## src/inc/mct_pkg.sv

```systemverilog
// Behaviour
// RULE1: position is a 7-bit index counted in finest micro-steps always.
// RULE2: codes 000 to 100 select 1/32 to 1/2; increment 1,2,4,8,16.
// RULE3: each index maps to signed coil X and Y percentages on a sine shape.
// RULE4: rotation direction comes from the direction pin and the direction bit.
// RULE5: each active step edge moves the index one step up or down.
// RULE6: polarity bit picks rising or falling step edge as the trigger.
// RULE7: index is visible to software and updates right after each trigger.
// RULE8: new resolution waits for the next step trigger before acting.
// RULE9: on finer resolution the index snaps to the nearest finer grid point.
// RULE10: coarser resolution on a shared grid point keeps zero offset.
// RULE11: coarser resolution off the grid keeps the offset and steps coarsely.
// RULE12: controller should lower resolution only on shared grid points.
// RULE13: new peak-current code applies at the next PWM period start.
// RULE14: peak code maps to fixed milliamps, 30 mA at 1 up to 800 mA.
// RULE15: codes group into ranges 0-8, 9-15, 16-22, 23-31 for low-side impedance.
// RULE16: back-EMF is sampled at each coil current zero crossing.
// RULE17: transparency bit passes coil voltage; otherwise the held sample shows.
// RULE18: after reset the translator is at index zero in 1/32 mode.
// RULE19: codes 101 and 110 give square half-step and full-step.
// RULE20: index wraps modulo 128 in both directions.
// RULE21: direction pin XOR direction bit; one means decrement.
package mct_pkg;

  typedef enum logic [2:0] {
    MCT_MODE_32 = 3'h0,
    MCT_MODE_16 = 3'h1,
    MCT_MODE_8 = 3'h2,
    MCT_MODE_4 = 3'h3,
    MCT_MODE_2 = 3'h4,
    MCT_MODE_HALF_SQ = 3'h5,
    MCT_MODE_FULL = 3'h6,
    MCT_MODE_BAD = 3'h7
  } mct_mode_type;

  localparam logic [6:0] MCT_INDEX_RESET = 7'h00;
  localparam logic [4:0] MCT_CODE_RESET = 5'h00;
  localparam logic [4:0] MCT_RANGE1_LO = 5'h09;
  localparam logic [4:0] MCT_RANGE2_LO = 5'h10;
  localparam logic [4:0] MCT_RANGE3_LO = 5'h17;
  localparam logic [4:0] MCT_SQUARE_OFF = 5'h10;
  localparam logic [9:0] MCT_FULL_SCALE = 10'h3E8;
  localparam logic [2:0] MCT_ARM_COUNT = 3'h5;

  // quarter sine in tenths of a percent, offsets 0 to 32
  localparam logic [9:0] MCT_SINE_Q [0:32] = '{
    10'h000, 10'h023, 10'h051, 10'h07F, 10'h0AE, 10'h0DD, 10'h10B,
    10'h13A, 10'h15D, 10'h17F, 10'h1AE, 10'h1D1, 10'h1F4, 10'h222,
    10'h245, 10'h268, 10'h28B, 10'h2AE, 10'h2D1, 10'h2F3, 10'h316,
    10'h33A, 10'h351, 10'h368, 10'h37F, 10'h396, 10'h3A2, 10'h3AD,
    10'h3B9, 10'h3C5, 10'h3D1, 10'h3DC, 10'h3E8};

  // peak current in mA per code
  localparam logic [9:0] MCT_PEAK_MA [0:31] = '{
    10'h000, 10'h01E, 10'h02D, 10'h032, 10'h037, 10'h03D, 10'h043,
    10'h04A, 10'h052, 10'h05B, 10'h064, 10'h06E, 10'h07A, 10'h087,
    10'h095, 10'h0A4, 10'h0B5, 10'h0C8, 10'h0DD, 10'h0F4, 10'h10D,
    10'h129, 10'h148, 10'h16A, 10'h190, 10'h1B9, 10'h1E7, 10'h21A,
    10'h252, 10'h290, 10'h2D4, 10'h320};

  function automatic logic [6:0] mct_step_of(input logic [2:0] mode);
    logic [6:0] inc;
    inc = 7'h01;
    unique case (mode)
      3'h0: inc = 7'h01;
      3'h1: inc = 7'h02;
      3'h2: inc = 7'h04;
      3'h3: inc = 7'h08;
      3'h4: inc = 7'h10;
      3'h5: inc = 7'h10;
      3'h6: inc = 7'h20;
      default: inc = 7'h01;
    endcase
    return inc;
  endfunction

endpackage

```

## src/inc/mct_coil_if.sv

```systemverilog
`timescale 1ns/1ps
`default_nettype none
interface mct_coil_if;
  logic [6:0] index;
  logic [2:0] mode;
  logic signed [10:0] coilX;
  logic signed [10:0] coilY;
  modport lookup(input index, input mode, output coilX, output coilY);
  modport stepper(output index, output mode, input coilX, input coilY);
endinterface
`default_nettype wire

```

## src/rtl/mct_translator.sv

```systemverilog
`timescale 1ns/1ps
`default_nettype none
module mct_translator #(
  parameter int BEMF_WIDTH = 8
) (
  // clock and reset
  input wire logic clk,
  input wire logic rst_n,
  // pins
  input wire logic stepPulseInput,
  input wire logic directionPin,
  // configuration
  input wire logic [2:0] stepResolutionSelect,
  input wire logic directionControlBit,
  input wire logic stepEdgePolarityBit,
  input wire logic [4:0] peakCurrentCode,
  input wire logic backemfTransparencyBit,
  // regulator timing and coil voltage
  input wire logic pwmPeriodStart,
  input wire logic [BEMF_WIDTH-1:0] coilVoltage,
  // translator status
  output logic [6:0] translatorIndex,
  output var mct_pkg::mct_mode_type activeResolution,
  output logic stepTaken,
  // coil setpoints
  output logic signed [10:0] coilCurrentX,
  output logic signed [10:0] coilCurrentY,
  output logic [9:0] peakCurrentMa,
  output logic [1:0] lowSideRange,
  // back-emf
  output logic zeroCrossing,
  output logic [BEMF_WIDTH-1:0] backemfOutput
);
  import mct_pkg::*;

  // ****************************************
  // pin synchronisers
  // ****************************************
  logic [2:0] stepSync;
  logic [2:0] dirSync;
  logic stepLevel;
  logic stepLevelPrev;
  logic dirLevel;
  logic [2:0] armCount;

  always_ff @(posedge clk) begin
    if (!rst_n) begin
      stepSync <= 3'h0;
      dirSync <= 3'h0;
    end else begin
      stepSync <= {stepSync[1:0], stepPulseInput};
      dirSync <= {dirSync[1:0], directionPin};
    end
  end

  // a change counts only once the second and third stages agree
  wire stepAgree = stepSync[1] == stepSync[2];
  wire dirAgree = dirSync[1] == dirSync[2];
  wire armed = armCount == MCT_ARM_COUNT;

  always_ff @(posedge clk) begin
    if (!rst_n) begin
      stepLevel <= 1'b0;
      dirLevel <= 1'b0;
      stepLevelPrev <= 1'b0;
    end else begin
      stepLevel <= stepAgree ? stepSync[2] : stepLevel;
      dirLevel <= dirAgree ? dirSync[2] : dirLevel;
      stepLevelPrev <= stepLevel;
    end
  end

  // edges are ignored until the synchroniser is filled, so an idle-high
  // pin does not fake a step just after reset
  always_ff @(posedge clk) begin
    if (!rst_n) begin
      armCount <= 3'h0;
    end else if (!armed) begin
      armCount <= armCount + 3'h1;
    end
  end

  // ****************************************
  // trigger and direction
  // ****************************************
  wire stepRise = stepLevel & ~stepLevelPrev;
  wire stepFall = ~stepLevel & stepLevelPrev;
  wire trigger = armed &
                 (stepEdgePolarityBit ? stepFall : stepRise); // RULE6
  wire stepDown = dirLevel ^ directionControlBit; // RULE4 RULE21

  // ****************************************
  // index arithmetic and resynchronisation
  // ****************************************
  // an unused code keeps the mode already running
  wire selLegal = stepResolutionSelect != MCT_MODE_BAD;
  wire [2:0] pendingMode = selLegal ? stepResolutionSelect :
                           3'(activeResolution);
  wire [6:0] activeInc = mct_step_of(3'(activeResolution));
  wire [6:0] newInc = mct_step_of(pendingMode); // RULE2
  wire finer = newInc < activeInc;
  wire [6:0] halfInc = newInc >> 1;
  wire [6:0] roundedIdx = translatorIndex + halfInc;
  wire [6:0] snapIdx = roundedIdx & ~(newInc - 7'h01); // RULE9
  // coarser modes step from where they stand, offset kept
  wire [6:0] baseIdx = finer ? snapIdx : translatorIndex; // RULE10 RULE11
  // seven-bit arithmetic wraps both ways
  wire [6:0] next_index = stepDown ? baseIdx - newInc :
                          baseIdx + newInc; // RULE5 RULE20

  always_ff @(posedge clk) begin
    if (!rst_n) begin
      translatorIndex <= MCT_INDEX_RESET; // RULE18
      activeResolution <= MCT_MODE_32; // RULE18
      stepTaken <= 1'b0;
    end else begin
      stepTaken <= trigger;
      if (trigger) begin
        translatorIndex <= next_index; // RULE1 RULE7
        activeResolution <= mct_mode_type'(pendingMode); // RULE8
      end
    end
  end

  // ****************************************
  // current lookup
  // ****************************************
  mct_coil_if coilBus ();
  assign coilBus.index = translatorIndex;
  assign coilBus.mode = 3'(activeResolution);

  mct_sine_lut lookupTable (
    .coil(coilBus.lookup)
  );

  wire zeroNow = coilBus.coilX == 11'sh000 ||
                 coilBus.coilY == 11'sh000;

  always_ff @(posedge clk) begin
    if (!rst_n) begin
      coilCurrentX <= 11'sh000;
      coilCurrentY <= 11'sh3E8;
    end else begin
      coilCurrentX <= coilBus.coilX; // RULE3
      coilCurrentY <= coilBus.coilY; // RULE3
    end
  end

  // ****************************************
  // peak current
  // ****************************************
  logic [4:0] appliedCode;
  wire [1:0] rangeOfCode = (appliedCode >= MCT_RANGE3_LO) ? 2'h3 :
                           (appliedCode >= MCT_RANGE2_LO) ? 2'h2 :
                           (appliedCode >= MCT_RANGE1_LO) ? 2'h1 : 2'h0;

  always_ff @(posedge clk) begin
    if (!rst_n) begin
      appliedCode <= MCT_CODE_RESET;
    end else if (pwmPeriodStart) begin
      appliedCode <= peakCurrentCode; // RULE13
    end
  end

  always_ff @(posedge clk) begin
    if (!rst_n) begin
      peakCurrentMa <= 10'h000;
      lowSideRange <= 2'h0;
    end else begin
      peakCurrentMa <= MCT_PEAK_MA[appliedCode]; // RULE14
      lowSideRange <= rangeOfCode; // RULE15
    end
  end

  // ****************************************
  // back-emf sample and hold
  // ****************************************
  // the held value is the last one tracked inside the zero window,
  // so recirculation transients before the window closes are hidden
  logic [BEMF_WIDTH-1:0] trackSample;
  logic [BEMF_WIDTH-1:0] heldSample;
  wire windowEnd = zeroCrossing & ~zeroNow;

  always_ff @(posedge clk) begin
    if (!rst_n) begin
      zeroCrossing <= 1'b0;
      trackSample <= '0;
      heldSample <= '0;
    end else begin
      zeroCrossing <= zeroNow;
      if (zeroNow) begin
        trackSample <= coilVoltage; // RULE16
      end
      if (windowEnd) begin
        heldSample <= trackSample; // RULE16
      end
    end
  end

  always_ff @(posedge clk) begin
    if (!rst_n) begin
      backemfOutput <= '0;
    end else begin
      backemfOutput <= backemfTransparencyBit ? coilVoltage :
                       heldSample; // RULE17
    end
  end

  logic [6:0] trigIndex;
  logic [6:0] trigInc;
  always_ff @(posedge clk) begin
    if (!rst_n) begin
      trigIndex <= 7'h00;
      trigInc <= 7'h01;
    end else begin
      trigIndex <= translatorIndex;
      trigInc <= newInc;
    end
  end
endmodule
`default_nettype wire

```

## src/rtl/mct_sine_lut.sv

```systemverilog
`timescale 1ns/1ps
`default_nettype none
module mct_sine_lut (
  // index in, currents out
  mct_coil_if.lookup coil
);
  import mct_pkg::*;

  // ****************************************
  // quadrant folding of the quarter table
  // ****************************************
  wire [1:0] quad = coil.index[6:5];
  wire [4:0] offset = coil.index[4:0];
  wire [5:0] mirror = 6'h20 - {1'b0, offset};
  wire [9:0] magDirect = MCT_SINE_Q[offset];
  wire [9:0] magMirror = MCT_SINE_Q[mirror];
  // square modes drive both coils at full scale between axes
  wire squareMode = (coil.mode == MCT_MODE_HALF_SQ ||
                     coil.mode == MCT_MODE_FULL) &&
                    offset == MCT_SQUARE_OFF; // RULE19
  wire [9:0] magX = squareMode ? MCT_FULL_SCALE :
                    (quad[0] ? magMirror : magDirect); // RULE3
  wire [9:0] magY = squareMode ? MCT_FULL_SCALE :
                    (quad[0] ? magDirect : magMirror); // RULE3
  wire negX = quad[1];
  wire negY = quad[1] ^ quad[0];
  wire signed [10:0] posX = $signed({1'b0, magX});
  wire signed [10:0] posY = $signed({1'b0, magY});

  assign coil.coilX = negX ? -posX : posX;
  assign coil.coilY = negY ? -posY : posY;
endmodule
`default_nettype wire

```

## config.mk

```make
export PLATFORM = sky130hd
export DESIGN_NAME = mct_translator
export DESIGN_NICKNAME = d
export VERILOG_FILES = /design/src/inc/mct_pkg.sv /design/src/inc/mct_coil_if.sv /design/src/rtl/mct_translator.sv /design/src/rtl/mct_sine_lut.sv
export SDC_FILE = /design/constraint.sdc
export NUM_CORES = 1
export LEC_CHECK = 0
export BUFFER_PORTS_ARGS = -buffer_cell sky130_fd_sc_hd__buf_2
export CORE_ASPECT_RATIO = 0.5
export CORE_MARGIN = 5
export CORE_UTILIZATION = 55
export DETAILED_ROUTE_END_ITERATION = 10
export PLACE_DENSITY = 0.75
export SLEW_MARGIN = 20
export SYNTH_ARGS = -nofsm -noshare
export SYNTH_HDL_FRONTEND = slang
export SYNTH_SLANG_ARGS = --single-unit
```

## constraint.sdc

```tcl
create_clock -name clk -period 7.4 [get_ports clk]
set_clock_uncertainty 0.2 [all_clocks]
set_input_delay 2.22 -clock clk [delete_from_list [all_inputs] [get_ports clk]]
set_output_delay 2.22 -clock clk [all_outputs]
set_load 0.005 [all_outputs]
```

# Word level (Yosys, flattened, before mapping)
# Memory sizes are Yosys's and may differ from the RTL's. A register that Yosys moved wholly into a read port is not among the register bits.
# Cells that the tools add are included.
[totals]
ff_bits = 77
mem_bits_ro = 1600
in_bits = 24
output_inout_bits = 54
word_cells = 93
n_memories = 3
[classes]
add_sub_neg = 8
magnitude_cmp = 6
eq_ne = 17
muxes = 20
bitwise = 14
n_reduce_logical = 8
[mem_list]
columns = ["memory", "depth", "width", "rd", "rd_ports_with_merged_regs", "write_ports", "line", "rtl"]
rows = [
  ["(no name shown)", 64, 10, 1, 0, 0, "mct_sine_lut.sv:15", "wire [9:0] magDirect = MCT_SINE_Q[offset];"],
  ["(no name shown)", 64, 10, 1, 0, 0, "mct_sine_lut.sv:16", "wire [9:0] magMirror = MCT_SINE_Q[mirror];"],
  ["(no name shown)", 32, 10, 1, 1, 0, "mct_translator.sv:170", "peakCurrentMa <= MCT_PEAK_MA[appliedCode];"],
]
[ops]
columns = ["operator", "n"]
rows = [
  ["10-bit 2-to-1 mux", 8],
  ["6-bit one-hot mux with 5 select lines", 2],
  ["11-bit logical NOT", 2],
  ["11-bit 2-to-1 mux", 2],
  ["10-bit negation with 11-bit output", 2],
  ["3-bit == test, second input constant", 7],
  ["7-bit 2-to-1 mux", 2],
  ["3-bit by 2-bit == test with 1-bit output, second input constant", 4],
  ["5-bit NOT with 6-bit output", 2],
  ["5-bit greater-or-equal comparator, second input constant", 2],
  ["8-bit 2-to-1 mux", 1],
  ["7-bit by 6-bit adder with 7-bit output", 1],
  ["7-bit adder", 1],
  ["7-bit AND", 1],
  ["6-bit by 7-bit greater-or-equal comparator with 1-bit output, second input constant", 1],
  ["7-bit greater-or-equal comparator, second input constant", 1],
  ["7-bit less-than comparator", 1],
  ["6-bit NOT with 7-bit output", 1],
  ["7-bit NOT", 1],
  ["7-bit by 1-bit subtractor with 7-bit output, second input constant", 1],
  ["7-bit subtractor", 1],
  ["3-bit by 1-bit == test with 1-bit output, second input constant", 2],
  ["6-bit by 5-bit subtractor with 6-bit output, first input constant", 1],
  ["5-bit == test, second input constant", 1],
  ["other kinds (14)", 25],
]

# Depth between registers and ports, before layout
# Gate-level depths: netlist of the first run.
[depth]
ltp_word = 13
mapped_depth = 25
depth_no_buf = 23

# Modules after synthesis
# A second synthesis of the first run with hierarchy kept.
[unflattened]
hier_cells = 791
area_unflattened_um2 = 6429.9
[modules_own_cells]
columns = ["module", "n_inst", "cells_each", "area_per_inst_um2", "seq_area_each_um2"]
rows = [
  ["mct_translator", 1, 468, 4294.1, 1741.7],
  ["mct_sine_lut", 1, 323, 2135.8, 0.0],
]

# Worst setup path before layout of the first run
# Ideal clock, no wire load.
[synth_timing]
kind = "input port to flip-flop"
start = "input stepResolutionSelect[1]"
end = "register translatorIndex[6]"
setup_ps = 128
arrival_time_ps = 5738
t_required_ps = 7072
slack_ps = 1334
path_stages = 23
n_path_buf = 0
cell_sequence = "or2_2 o21ai_0 and2_1 ha_1 o21a_1 o21a_1 o21ai_0 a21oi_1 nor2_1 nor2_1 a31oi_1 ha_1 fa_1 inv_1 a21o_1 a21oi_1 o21bai_1 a21o_1 xor2_1 or3_1 nand3_1 xnor2_1 nor2_1"
[synth_between]
elab_chain_len = 11
word_cells_on_any_way = 19
cone_classes = "add/sub (4); order compare (1); eq/ne (7); mux (4); bitwise (2); reduce/logical (1)"
[synth_lines]
columns = ["element", "line", "rtl"]
rows = [
  ["from (decl)", "mct_translator.sv:13", "input wire logic [2:0] stepResolutionSelect,"],
  ["3-bit inequality test", "mct_translator.sv:96", "wire selLegal = stepResolutionSelect != MCT_MODE_BAD;"],
  ["3-bit 2-to-1 mux *", "mct_translator.sv:97", "wire [2:0] pendingMode = selLegal ? stepResolutionSelect :"],
  ["3-bit == test", "mct_pkg.sv:64", "unique case (mode)"],
  ["2-bit OR reduction (no line)", "n/a", ""],
  ["6-bit one-hot mux with 5 select lines *", "mct_pkg.sv:64", ""],
  ["7-bit by 1-bit subtractor with 7-bit output", "mct_translator.sv:104", "wire [6:0] snapIdx = roundedIdx & ~(newInc - 7'h01);"],
  ["7-bit NOT", "mct_translator.sv:104", ""],
  ["7-bit AND", "mct_translator.sv:104", ""],
  ["7-bit 2-to-1 mux", "mct_translator.sv:106", "wire [6:0] baseIdx = finer ? snapIdx : translatorIndex;"],
  ["7-bit adder or 7-bit subtractor (tied branches)", "mct_translator.sv:109, mct_translator.sv:108", ""],
  ["7-bit 2-to-1 mux *", "mct_translator.sv:108", "wire [6:0] next_index = stepDown ? baseIdx - newInc :"],
  ["to (signal assigned)", "mct_translator.sv:119", "translatorIndex <= next_index;"],
  ["to (decl)", "mct_translator.sv:22", "output logic [6:0] translatorIndex,"],
]
# Mark *: on every way between the ends. The rest lies on a longest branch, timed or not.
# A chain may end at the register's enable or synchronous reset.

# Worst setup path after layout of the first run
# Same ends and word-level chain as after synthesis.

==> results.sh, run 1 <==
export IMPL_r2r_slack_ns=1.34
export IMPL_clk_latency_ns=0.34
export IMPL_gr_total_overflow=0
export IMPL_max_freq_mhz=159
export IMPL_synth_area_um2=6350
export IMPL_p_per_area_nw_per_um2=152
export IMPL_rows=27
export IMPL_p_sw_mw=0.264
export IMPL_dp_cells=972
export IMPL_grt_pass1_wl_um=26900
export IMPL_drv_cap=0
export IMPL_ys_seq_elements=87
export IMPL_worstPathRequired_ns=7.41
export IMPL_synthCells=804
export IMPL_yosysWarnings=0
export IMPL_cp_max_fo=7
export IMPL_drt_initial_drc_count=606
export IMPL_vias=5944
export IMPL_synthDistinctLibCells=84
export IMPL_antenna_found_initial=0
export IMPL_cts_buffer_depth=2
export IMPL_synth_edf_count=0
export IMPL_min_path_cells=1
export IMPL_hold_path_class="register to register"
export IMPL_reg2reg_from="translatorIndex[0]"
export IMPL_period_minus_slack_ns=6.29
export IMPL_ys_seq_area_frac=0.274
export IMPL_tightest_slew_ns=0.952
export IMPL_drive_gt1_frac=0.147
export IMPL_ir_drop_v=0.0000952
export IMPL_hold_path_end="stepSync[1]"
export IMPL_cp_end_kind="register"
export IMPL_finalSetupViolations=0
export IMPL_maxSlewHeadroom=0.361
export IMPL_p_leak_nw=2.95
export IMPL_die_x_um=162
export IMPL_fin_crit_sh=0.850
export IMPL_htreeDepth=3
export IMPL_synth_ff_type="dfxtp_1"
export IMPL_die_h_um=86.0
export IMPL_post_dp_hpwl_um=11500
export IMPL_dpl_cell_area_um2=6700
export IMPL_final_common_cell="nor2_1"
export IMPL_drt_total_wl_um=16400
export IMPL_cts_setup_buffers=0
export IMPL_fin_setup_tns_ns=0
export IMPL_cts_hold_buf=0
export IMPL_antenna_cells=0
export IMPL_layout_common_cells="nor2_1, dfxtp_1, buf_2, nand2_1, o21ai_0"
export IMPL_ctsResizeCount=0
export IMPL_crit_type="input port to register"
export IMPL_dp_slack_ns=0.797
export IMPL_gr_usage_all_layers=0.231
export IMPL_die_area_um2=13900
export IMPL_grt_max_degree=53
export IMPL_root_buffer="clkbuf_16"
export IMPL_slew_viol_final=0
export IMPL_synth_nets=866
export IMPL_area_delta_synth_final_pct=10.4
export IMPL_r2r_cells=17
export IMPL_fill_cells=965
export IMPL_p_int_mw=0.800
export IMPL_switching_share=0.248
export IMPL_wl_per_cell_um=16.6
export IMPL_cts_tree="done"
export IMPL_finalInstanceArea_um2=7010
export IMPL_p_seq_frac=0.465
export IMPL_via_per_inst=6.02
export IMPL_hold_start="stepSync[0]"
export IMPL_multi_input_area_um2=4210
export IMPL_power_frac_comb=0.093
export IMPL_ant_nets=0
export IMPL_drc=0
export IMPL_rsz0062_at_grt="false"
export IMPL_avgSynthCellArea_um2=7.89
export IMPL_startpoint="stepResolutionSelect[1]"
export IMPL_clk_pin_slew_ns=0.06
export IMPL_crit_arrival_ns=6.30
export IMPL_start_util=0.569
export IMPL_core_area_um2=11100
export IMPL_regArea_um2=1740
export IMPL_clkSinkCount=87
export IMPL_finalPower_mw=1.06
export IMPL_r2r_end="heldSample[2]"
export IMPL_critPathLaunchType="input port"
export IMPL_first_global_vias=5359
export IMPL_outcome="finished clean"
export IMPL_clkPwrFrac=0.442
export IMPL_fin_cells=988
export IMPL_setup_ws_ns=1.11
export IMPL_port_buffers=77
export IMPL_nets=900
export IMPL_place_congestion=0.951
export IMPL_numCtsBuffers=9
export IMPL_hold_violations=0
export IMPL_dr_pass1_iters=5
export IMPL_synthArstFlopShare=0
export IMPL_top_level_ports=78
registers in the layout (all words and copies together) (netlist names), 5 cells and up:
name,cells
backemfOutput,8
coilCurrentY,11
trackSample,8
appliedCode,5
coilCurrentX,11
translatorIndex,7
heldSample,8
peakCurrentMa,10
through the flow:
stage | utilization | hold slack [ns]
final | 0.629 | 0.231
after global routing | 0.629 | 0.259
after CTS | 0.629 | 0.236
after detailed placement | 0.601 | 0.223
after global placement | 0.601 | 0.213
after floorplan | - | 0.212
cell usage after synthesis (16+ instances only):
cell / n / area, um^2
clkbuf_1: 40 / 150
nand2_1: 60 / 225
nor2_1: 95 / 357
o21ai_0: 55 / 275
a211oi_1: 21 / 158
mux2i_1: 43 / 430
ha_1: 36 / 450
a21oi_1: 53 / 265
inv_1: 26 / 97.6
xnor2_1: 23 / 201
dfxtp_1: 87 / 1740
nor3_1: 19 / 95.1
and2_1: 19 / 119
nand3_1: 16 / 80.1
how the worst max path moves through the flow:
stage | endpoint | slack [ns] | cells past startpoint
after global routing | translatorIndex[6] | 0.69 | 24
final | translatorIndex[6] | 1.11 | 24
after CTS | translatorIndex[6] | 1.14 | 24
after detailed placement | translatorIndex[6] | 0.80 | 24
after floorplan | translatorIndex[6] | 1.33 | 23
after global placement | translatorIndex[6] | 0.91 | 24
critical path, stage by stage:
cell and delay [ns]:
buf_2 0.13, or2_2 0.31, o21ai_0 0.10, and2_1 0.21, ha_1 0.24, o21a_1 0.10, o21a_1 0.16, o21ai_0 0.13
a21oi_1 0.17, nor2_1 0.35, nor2_1 0.07, a31oi_1 0.18, ha_1 0.21, fa_1 0.22, inv_1 0.05, a21o_1 0.17
a21oi_1 0.23, o21bai_1 0.10, a21o_1 0.20, xor2_1 0.14, or3_1 0.33, nand3_1 0.10, xnor2_1 0.11, nor2_1 0.05
layout make-up:
cell class	count	area share
clock buffer	10	0.0341
clock inverter	6	0.0105
inverter	30	0.0161
multi-input combinational	625	0.601
sequential	87	0.249
tap	145	0.0259
timing repair buffer	85	0.0636
routing by layer:
metal  part of all wire  global-route usage
met5                  0                   0
met4             0.0079              0.0476
met3              0.073              0.0451
met2               0.43               0.353
met1               0.49               0.339
power groups by stage:
stage	logic [mW]	clock network, mW	registers [mW]
2_1_floorplan	0.0756	0	0.499
3_3_place_gp	0.0963	0	0.505
3_5_place_dp	0.0984	0	0.505
4_1_cts	0.0992	0.481	0.495
5_1_grt	0.113	0.502	0.497
6_report	0.0991	0.470	0.495
cell families (layout without fill, tap and decap cells):
group | Yosys count | after routing | share of synthesized area
mux | 46 | 46 | 0.0767
simple gates | 278 | 278 | 0.219
compound gates | 225 | 225 | 0.239
xor+xnor | 36 | 36 | 0.0497
fa+ha+maj | 40 | 40 | 0.0804
flops | 87 | 87 | 0.274
buf+inv | 92 | 131 | 0.0617
Power figures use the tool's default switching activity.
==> inputs of run 2 (changes only) <==
BUFFER_PORTS_ARGS = -buffer_cell sky130_fd_sc_hd__clkbuf_2   (was -buffer_cell sky130_fd_sc_hd__buf_2)
HOLD_SLACK_MARGIN = 0.05   (was unset)
==> results.sh, run 2 (same netlist as run 1, synthesis figures left out) <==
export IMPL_cpMostUsedCell="nor2_1"
export IMPL_grt_pass1_wl_um=26800
export IMPL_cts_buffer_depth=2
export IMPL_gr_usage_all_layers=0.231
export IMPL_start_util=0.569
export IMPL_outcome="finished clean"
export IMPL_p_leak_nw=2.96
export IMPL_vias=5997
export IMPL_ir_drop_v=0.000110
export IMPL_nets=903
export IMPL_dp_slack_ns=0.795
export IMPL_wl_per_cell_um=16.3
export IMPL_clk_pin_slew_ns=0.07
export IMPL_dr_pass1_iters=6
export IMPL_cts_tree="done"
export IMPL_cts_hold_buf=0
export IMPL_root_buffer="clkbuf_16"
export IMPL_drv_cap=0
export IMPL_finalSetupViolations=0
export IMPL_critPathLaunchType="input port"
export IMPL_cp_cell_sequence="clkbuf_2 > or2_2 > o21ai_0 > and2_1 > ha_1 > o21a_1 > o21a_1 > o21ai_0 > a21oi_1 > nor2_1 > nor2_1 > a31oi_1 > ha_1 > fa_1 > inv_1 > a21o_1 > a21oi_1 > o21bai_1 > a21o_1 > xor2_1 > or3_1 > nand3_1 > xnor2_1 > nor2_1"
export IMPL_clk_latency_ns=0.34
export IMPL_worstPathRequired_ns=7.41
export IMPL_p_sw_mw=0.269
export IMPL_tightest_slew_ns=0.920
export IMPL_core_area_um2=11100
export IMPL_fin_crit_sh=0.853
export IMPL_drive_gt1_frac=0.150
export IMPL_area_delta_synth_final_pct=11.1
export IMPL_hold_path_class="register to register"
export IMPL_ant_nets=0
export IMPL_layout_common_cells="nor2_1, dfxtp_1, clkbuf_2, nand2_1, o21ai_0"
export IMPL_die_area_um2=13900
export IMPL_clkSinkCount=87
export IMPL_p_per_area_nw_per_um2=156
export IMPL_first_global_vias=5270
export IMPL_critPathMaxStageDelay_ns=0.34
export IMPL_maxSlewHeadroom=0.382
export IMPL_p_seq_frac=0.449
export IMPL_reg_top3="coilCurrentX x11, coilCurrentY x11, peakCurrentMa x10"
export IMPL_cp_end_kind="register"
export IMPL_final_common_cell="nor2_1"
export IMPL_die_x_um=162
export IMPL_setup_ws_ns=1.09
export IMPL_switching_share=0.243
export IMPL_cts_setup_buffers=0
export IMPL_die_h_um=86.0
export IMPL_crit_arrival_ns=6.32
export IMPL_place_congestion=0.954
export IMPL_finalPower_mw=1.10
export IMPL_numCtsBuffers=9
export IMPL_hold_violations=0
export IMPL_port_buffers=77
export IMPL_via_per_inst=6.05
export IMPL_slowest_stage="nor2_1"
export IMPL_drt_total_wl_um=16200
export IMPL_rows=27
export IMPL_top_level_ports=78
export IMPL_ctsResizeCount=0
export IMPL_cp_max_fo=8
export IMPL_antenna_cells=0
export IMPL_drc=0
export IMPL_drt_initial_drc_count=557
export IMPL_crit_type="input port to register"
export IMPL_period_minus_slack_ns=6.31
export IMPL_htreeDepth=3
export IMPL_post_dp_hpwl_um=11500
export IMPL_power_frac_comb=0.090
export IMPL_antenna_found_initial=0
export IMPL_gr_total_overflow=0
export IMPL_slew_viol_final=0
export IMPL_p_int_mw=0.835
export IMPL_fin_setup_tns_ns=0
export IMPL_max_freq_mhz=159
export IMPL_rsz0062_at_grt="false"
export IMPL_clkPwrFrac=0.461
export IMPL_grt_max_degree=49
run 2: final timing paths:
path	startpoint	endpoint	slack, ns	cells after the start
worst min-delay path	dirSync[0]	dirSync[1]	0.24	1
worst max-delay path	stepResolutionSelect[2]	translatorIndex[6]	1.09	24
worst min register to register	dirSync[0]	dirSync[1]	0.24	1
worst max register to register	translatorIndex[0]	heldSample[6]	1.58	19
run 2: cell type report:
| cell class | count | area (um^2) |
|---|---|---|
| Sequential cell | 87 | 1740 |
| Tap cell | 145 | 181 |
| Fill cell | 974 | 4090 |
| Clock buffer | 10 | 239 |
| Multi-Input combinational cell | 625 | 4210 |
| Timing Repair Buffer | 88 | 468 |
| Clock inverter | 6 | 97.6 |
| Inverter | 30 | 113 |
run 2: worst max-delay path: cells and delay by family:
family	cells	cell delay, ns
AOI/OAI and AO/OA	10	1.57
buffers and inverters	2	0.19
and+or+nand+nor	7	1.43
xor gates and xnor gates	2	0.26
adders and majority gates	3	0.66
run 2: metal layers:
layer | GRT usage | part of all wire
met3 | 0.0610 | 0.083
met4 | 0.0422 | 0.0068
met5 | 0 | 0
met2 | 0.358 | 0.44
met1 | 0.329 | 0.47
run 2: power groups by stage:
| stage | Clock (mW) | Sequential (mW) | Combinational, mW |
|---|---|---|---|
| after floorplan | 0 | 0.499 | 0.0756 |
| after global placement | 0 | 0.505 | 0.0961 |
| after detailed placement | 0 | 0.506 | 0.0984 |
| after CTS | 0.520 | 0.495 | 0.0996 |
| after global routing | 0.541 | 0.497 | 0.112 |
| final | 0.509 | 0.495 | 0.0995 |
run 2: stage by stage:
step	cell area [um^2]	instances	util	hold slack, ns
floorplan	6350	804	-	0.212
global placement	6720	975	0.603	0.213
detailed placement	6720	975	0.603	0.224
CTS	7050	991	0.633	0.250
global route	7050	991	0.633	0.259
finish	7050	991	0.633	0.245
==> inputs of run 3 (changes only) <==
CORE_UTILIZATION = 45   (was 55)
PLACE_DENSITY = 0.63   (was 0.75)
==> results.sh, run 3 (same netlist as run 1, synthesis figures left out) <==
export IMPL_outcome="finished clean"
export IMPL_vias=5882
export IMPL_final_common_cell="nor2_1"
export IMPL_crit_arrival_ns=6.32
export IMPL_die_area_um2=16700
export IMPL_maxSlewHeadroom=0.332
export IMPL_cpMostUsedCell="nor2_1"
export IMPL_port_buffers=77
export IMPL_drive_gt1_frac=0.149
export IMPL_dpl_cell_area_um2=6760
export IMPL_p_sw_mw=0.268
export IMPL_use_met1=0.292
export IMPL_core_area_um2=13700
export IMPL_fill_cells=1343
export IMPL_clk_latency_ns=0.33
export IMPL_post_dp_hpwl_um=11800
export IMPL_layout_common_cells="nor2_1, dfxtp_1, clkbuf_2, nand2_1, o21ai_0"
export IMPL_crit_end="translatorIndex[6]"
export IMPL_cts_buffer_depth=2
export IMPL_antenna_cells=0
export IMPL_grt_max_degree=53
export IMPL_gr_usage_all_layers=0.197
export IMPL_cts_tree="done"
export IMPL_cpLargestDelayFamily="compound AO/OA/AOI/OAI gates"
export IMPL_hold_path_class="register to register"
export IMPL_cp_max_fo=7
export IMPL_cts_setup_buffers=0
export IMPL_grt_pass1_wl_um=27100
export IMPL_via_per_inst=5.68
export IMPL_clkPwrFrac=0.488
export IMPL_top_level_ports=78
export IMPL_clkSinkCount=87
export IMPL_regArea_um2=1740
export IMPL_hold_start="stepSync[0]"
export IMPL_drc=0
export IMPL_area_delta_synth_final_pct=12.4
export IMPL_tightest_slew_ns=0.995
export IMPL_power_frac_comb=0.086
export IMPL_ant_nets=0
export IMPL_p_per_area_nw_per_um2=163
export IMPL_numCtsBuffers=9
export IMPL_ctsResizeCount=0
export IMPL_top_usage_layer="met2"
export IMPL_critPathLaunchType="input port"
export IMPL_finalCoreUtilization=0.521
export IMPL_dr_pass1_iters=5
export IMPL_first_global_vias=5293
export IMPL_place_congestion=0.896
export IMPL_crit_type="input port to register"
export IMPL_finalInstanceArea_um2=7140
export IMPL_p_seq_frac=0.427
export IMPL_gr_usage_met3=0.0362
export IMPL_path_buf_inv=2
export IMPL_drv_cap=0
export IMPL_grtUsageMet2=0.300
export IMPL_critPathMaxStageDelay_ns=0.35
export IMPL_cp_end_kind="register"
export IMPL_fin_crit_sh=0.854
export IMPL_rsz0062_at_grt="false"
export IMPL_rows=30
export IMPL_cts_hold_buf=0
export IMPL_finalSetupViolations=0
export IMPL_antenna_found_initial=0
export IMPL_r2r_end="heldSample[0]"
export IMPL_reg_top3="coilCurrentX x11, coilCurrentY x11, peakCurrentMa x10"
export IMPL_reg2reg_from="translatorIndex[0]"
export IMPL_hold_violations=0
export IMPL_r2r_slack_ns=1.53
export IMPL_fin_setup_tns_ns=0
export IMPL_die_x_um=178
export IMPL_wl_per_cell_um=16.1
export IMPL_r2r_cells=16
export IMPL_worstPathRequired_ns=7.40
export IMPL_slowest_stage="nor2_1"
export IMPL_die_h_um=94.0
export IMPL_clk_pin_slew_ns=0.06
export IMPL_nets=901
export IMPL_p_int_mw=0.894
export IMPL_path_depth=24
export IMPL_drt_total_wl_um=16700
export IMPL_htreeDepth=3
export IMPL_max_freq_mhz=158
export IMPL_drt_initial_drc_count=541
export IMPL_p_leak_nw=2.97
export IMPL_root_buffer="clkbuf_16"
export IMPL_start_util=0.463
export IMPL_slew_viol_final=0
export IMPL_cp_cell_sequence="clkbuf_2 > or2_2 > o21ai_0 > and2_1 > ha_1 > o21a_1 > o21a_1 > o21ai_0 > a21oi_1 > nor2_1 > nor2_1 > a31oi_1 > ha_1 > fa_1 > inv_1 > a21o_1 > a21oi_1 > o21bai_1 > a21o_1 > xor2_1 > or3_1 > nand3_1 > xnor2_1 > nor2_1"
export IMPL_ir_drop_v=0.000117
export IMPL_startpoint="stepResolutionSelect[1]"
export IMPL_switching_share=0.230
export IMPL_gr_total_overflow=0
export IMPL_period_minus_slack_ns=6.32
export IMPL_multi_input_area_um2=4210
==> run 3: worst min path at each step <==
stage,slack (ns),endpoint,depth (start not counted)
after floorplan,0.21,dirSync[1],1
after global placement,0.21,stepSync[1],1
after detailed placement,0.22,dirSync[1],1
after CTS,0.24,stepSync[1],1
after global routing,0.24,dirSync[1],1
final,0.23,stepSync[1],1
==> run 3: area by class of cell <==
type                       count  area share
timing repair buffer          86      0.0635
sequential                    87       0.244
clock buffer                   9      0.0316
tap                          192      0.0337
inverter                      30      0.0158
clock inverter                 7      0.0209
multi-input combinational    625       0.590
==> run 3: per-layer routing <==
metal / vias to the layer above / share of wire
met2: 195 / 0.42
met1: 2724 / 0.50
met4: 0 / 0.0086
met5: - / 0
li1: 2950 / -
met3: 13 / 0.066
==> run 3: metrics by stage <==
step / worst slack [ns] / power, mW / std cells / hold slack, ns
2_1_floorplan: 1.33 / 0.574 / 804 / 0.212
3_3_place_gp: 0.889 / 0.603 / 1020 / 0.213
3_5_place_dp: 0.754 / 0.605 / 1020 / 0.220
4_1_cts: 1.12 / 1.17 / 1036 / 0.237
5_1_grt: 0.615 / 1.21 / 1036 / 0.245
6_report: 1.08 / 1.16 / 1036 / 0.233
==> run 3: power groups by stage <==
stage	Combinational [mW]	Sequential (mW)	Clock, mW
2_1_floorplan	0.0756	0.499	0
3_3_place_gp	0.0979	0.505	0
3_5_place_dp	0.0990	0.506	0
4_1_cts	0.0999	0.495	0.580
5_1_grt	0.114	0.497	0.600
6_report	0.0998	0.495	0.566
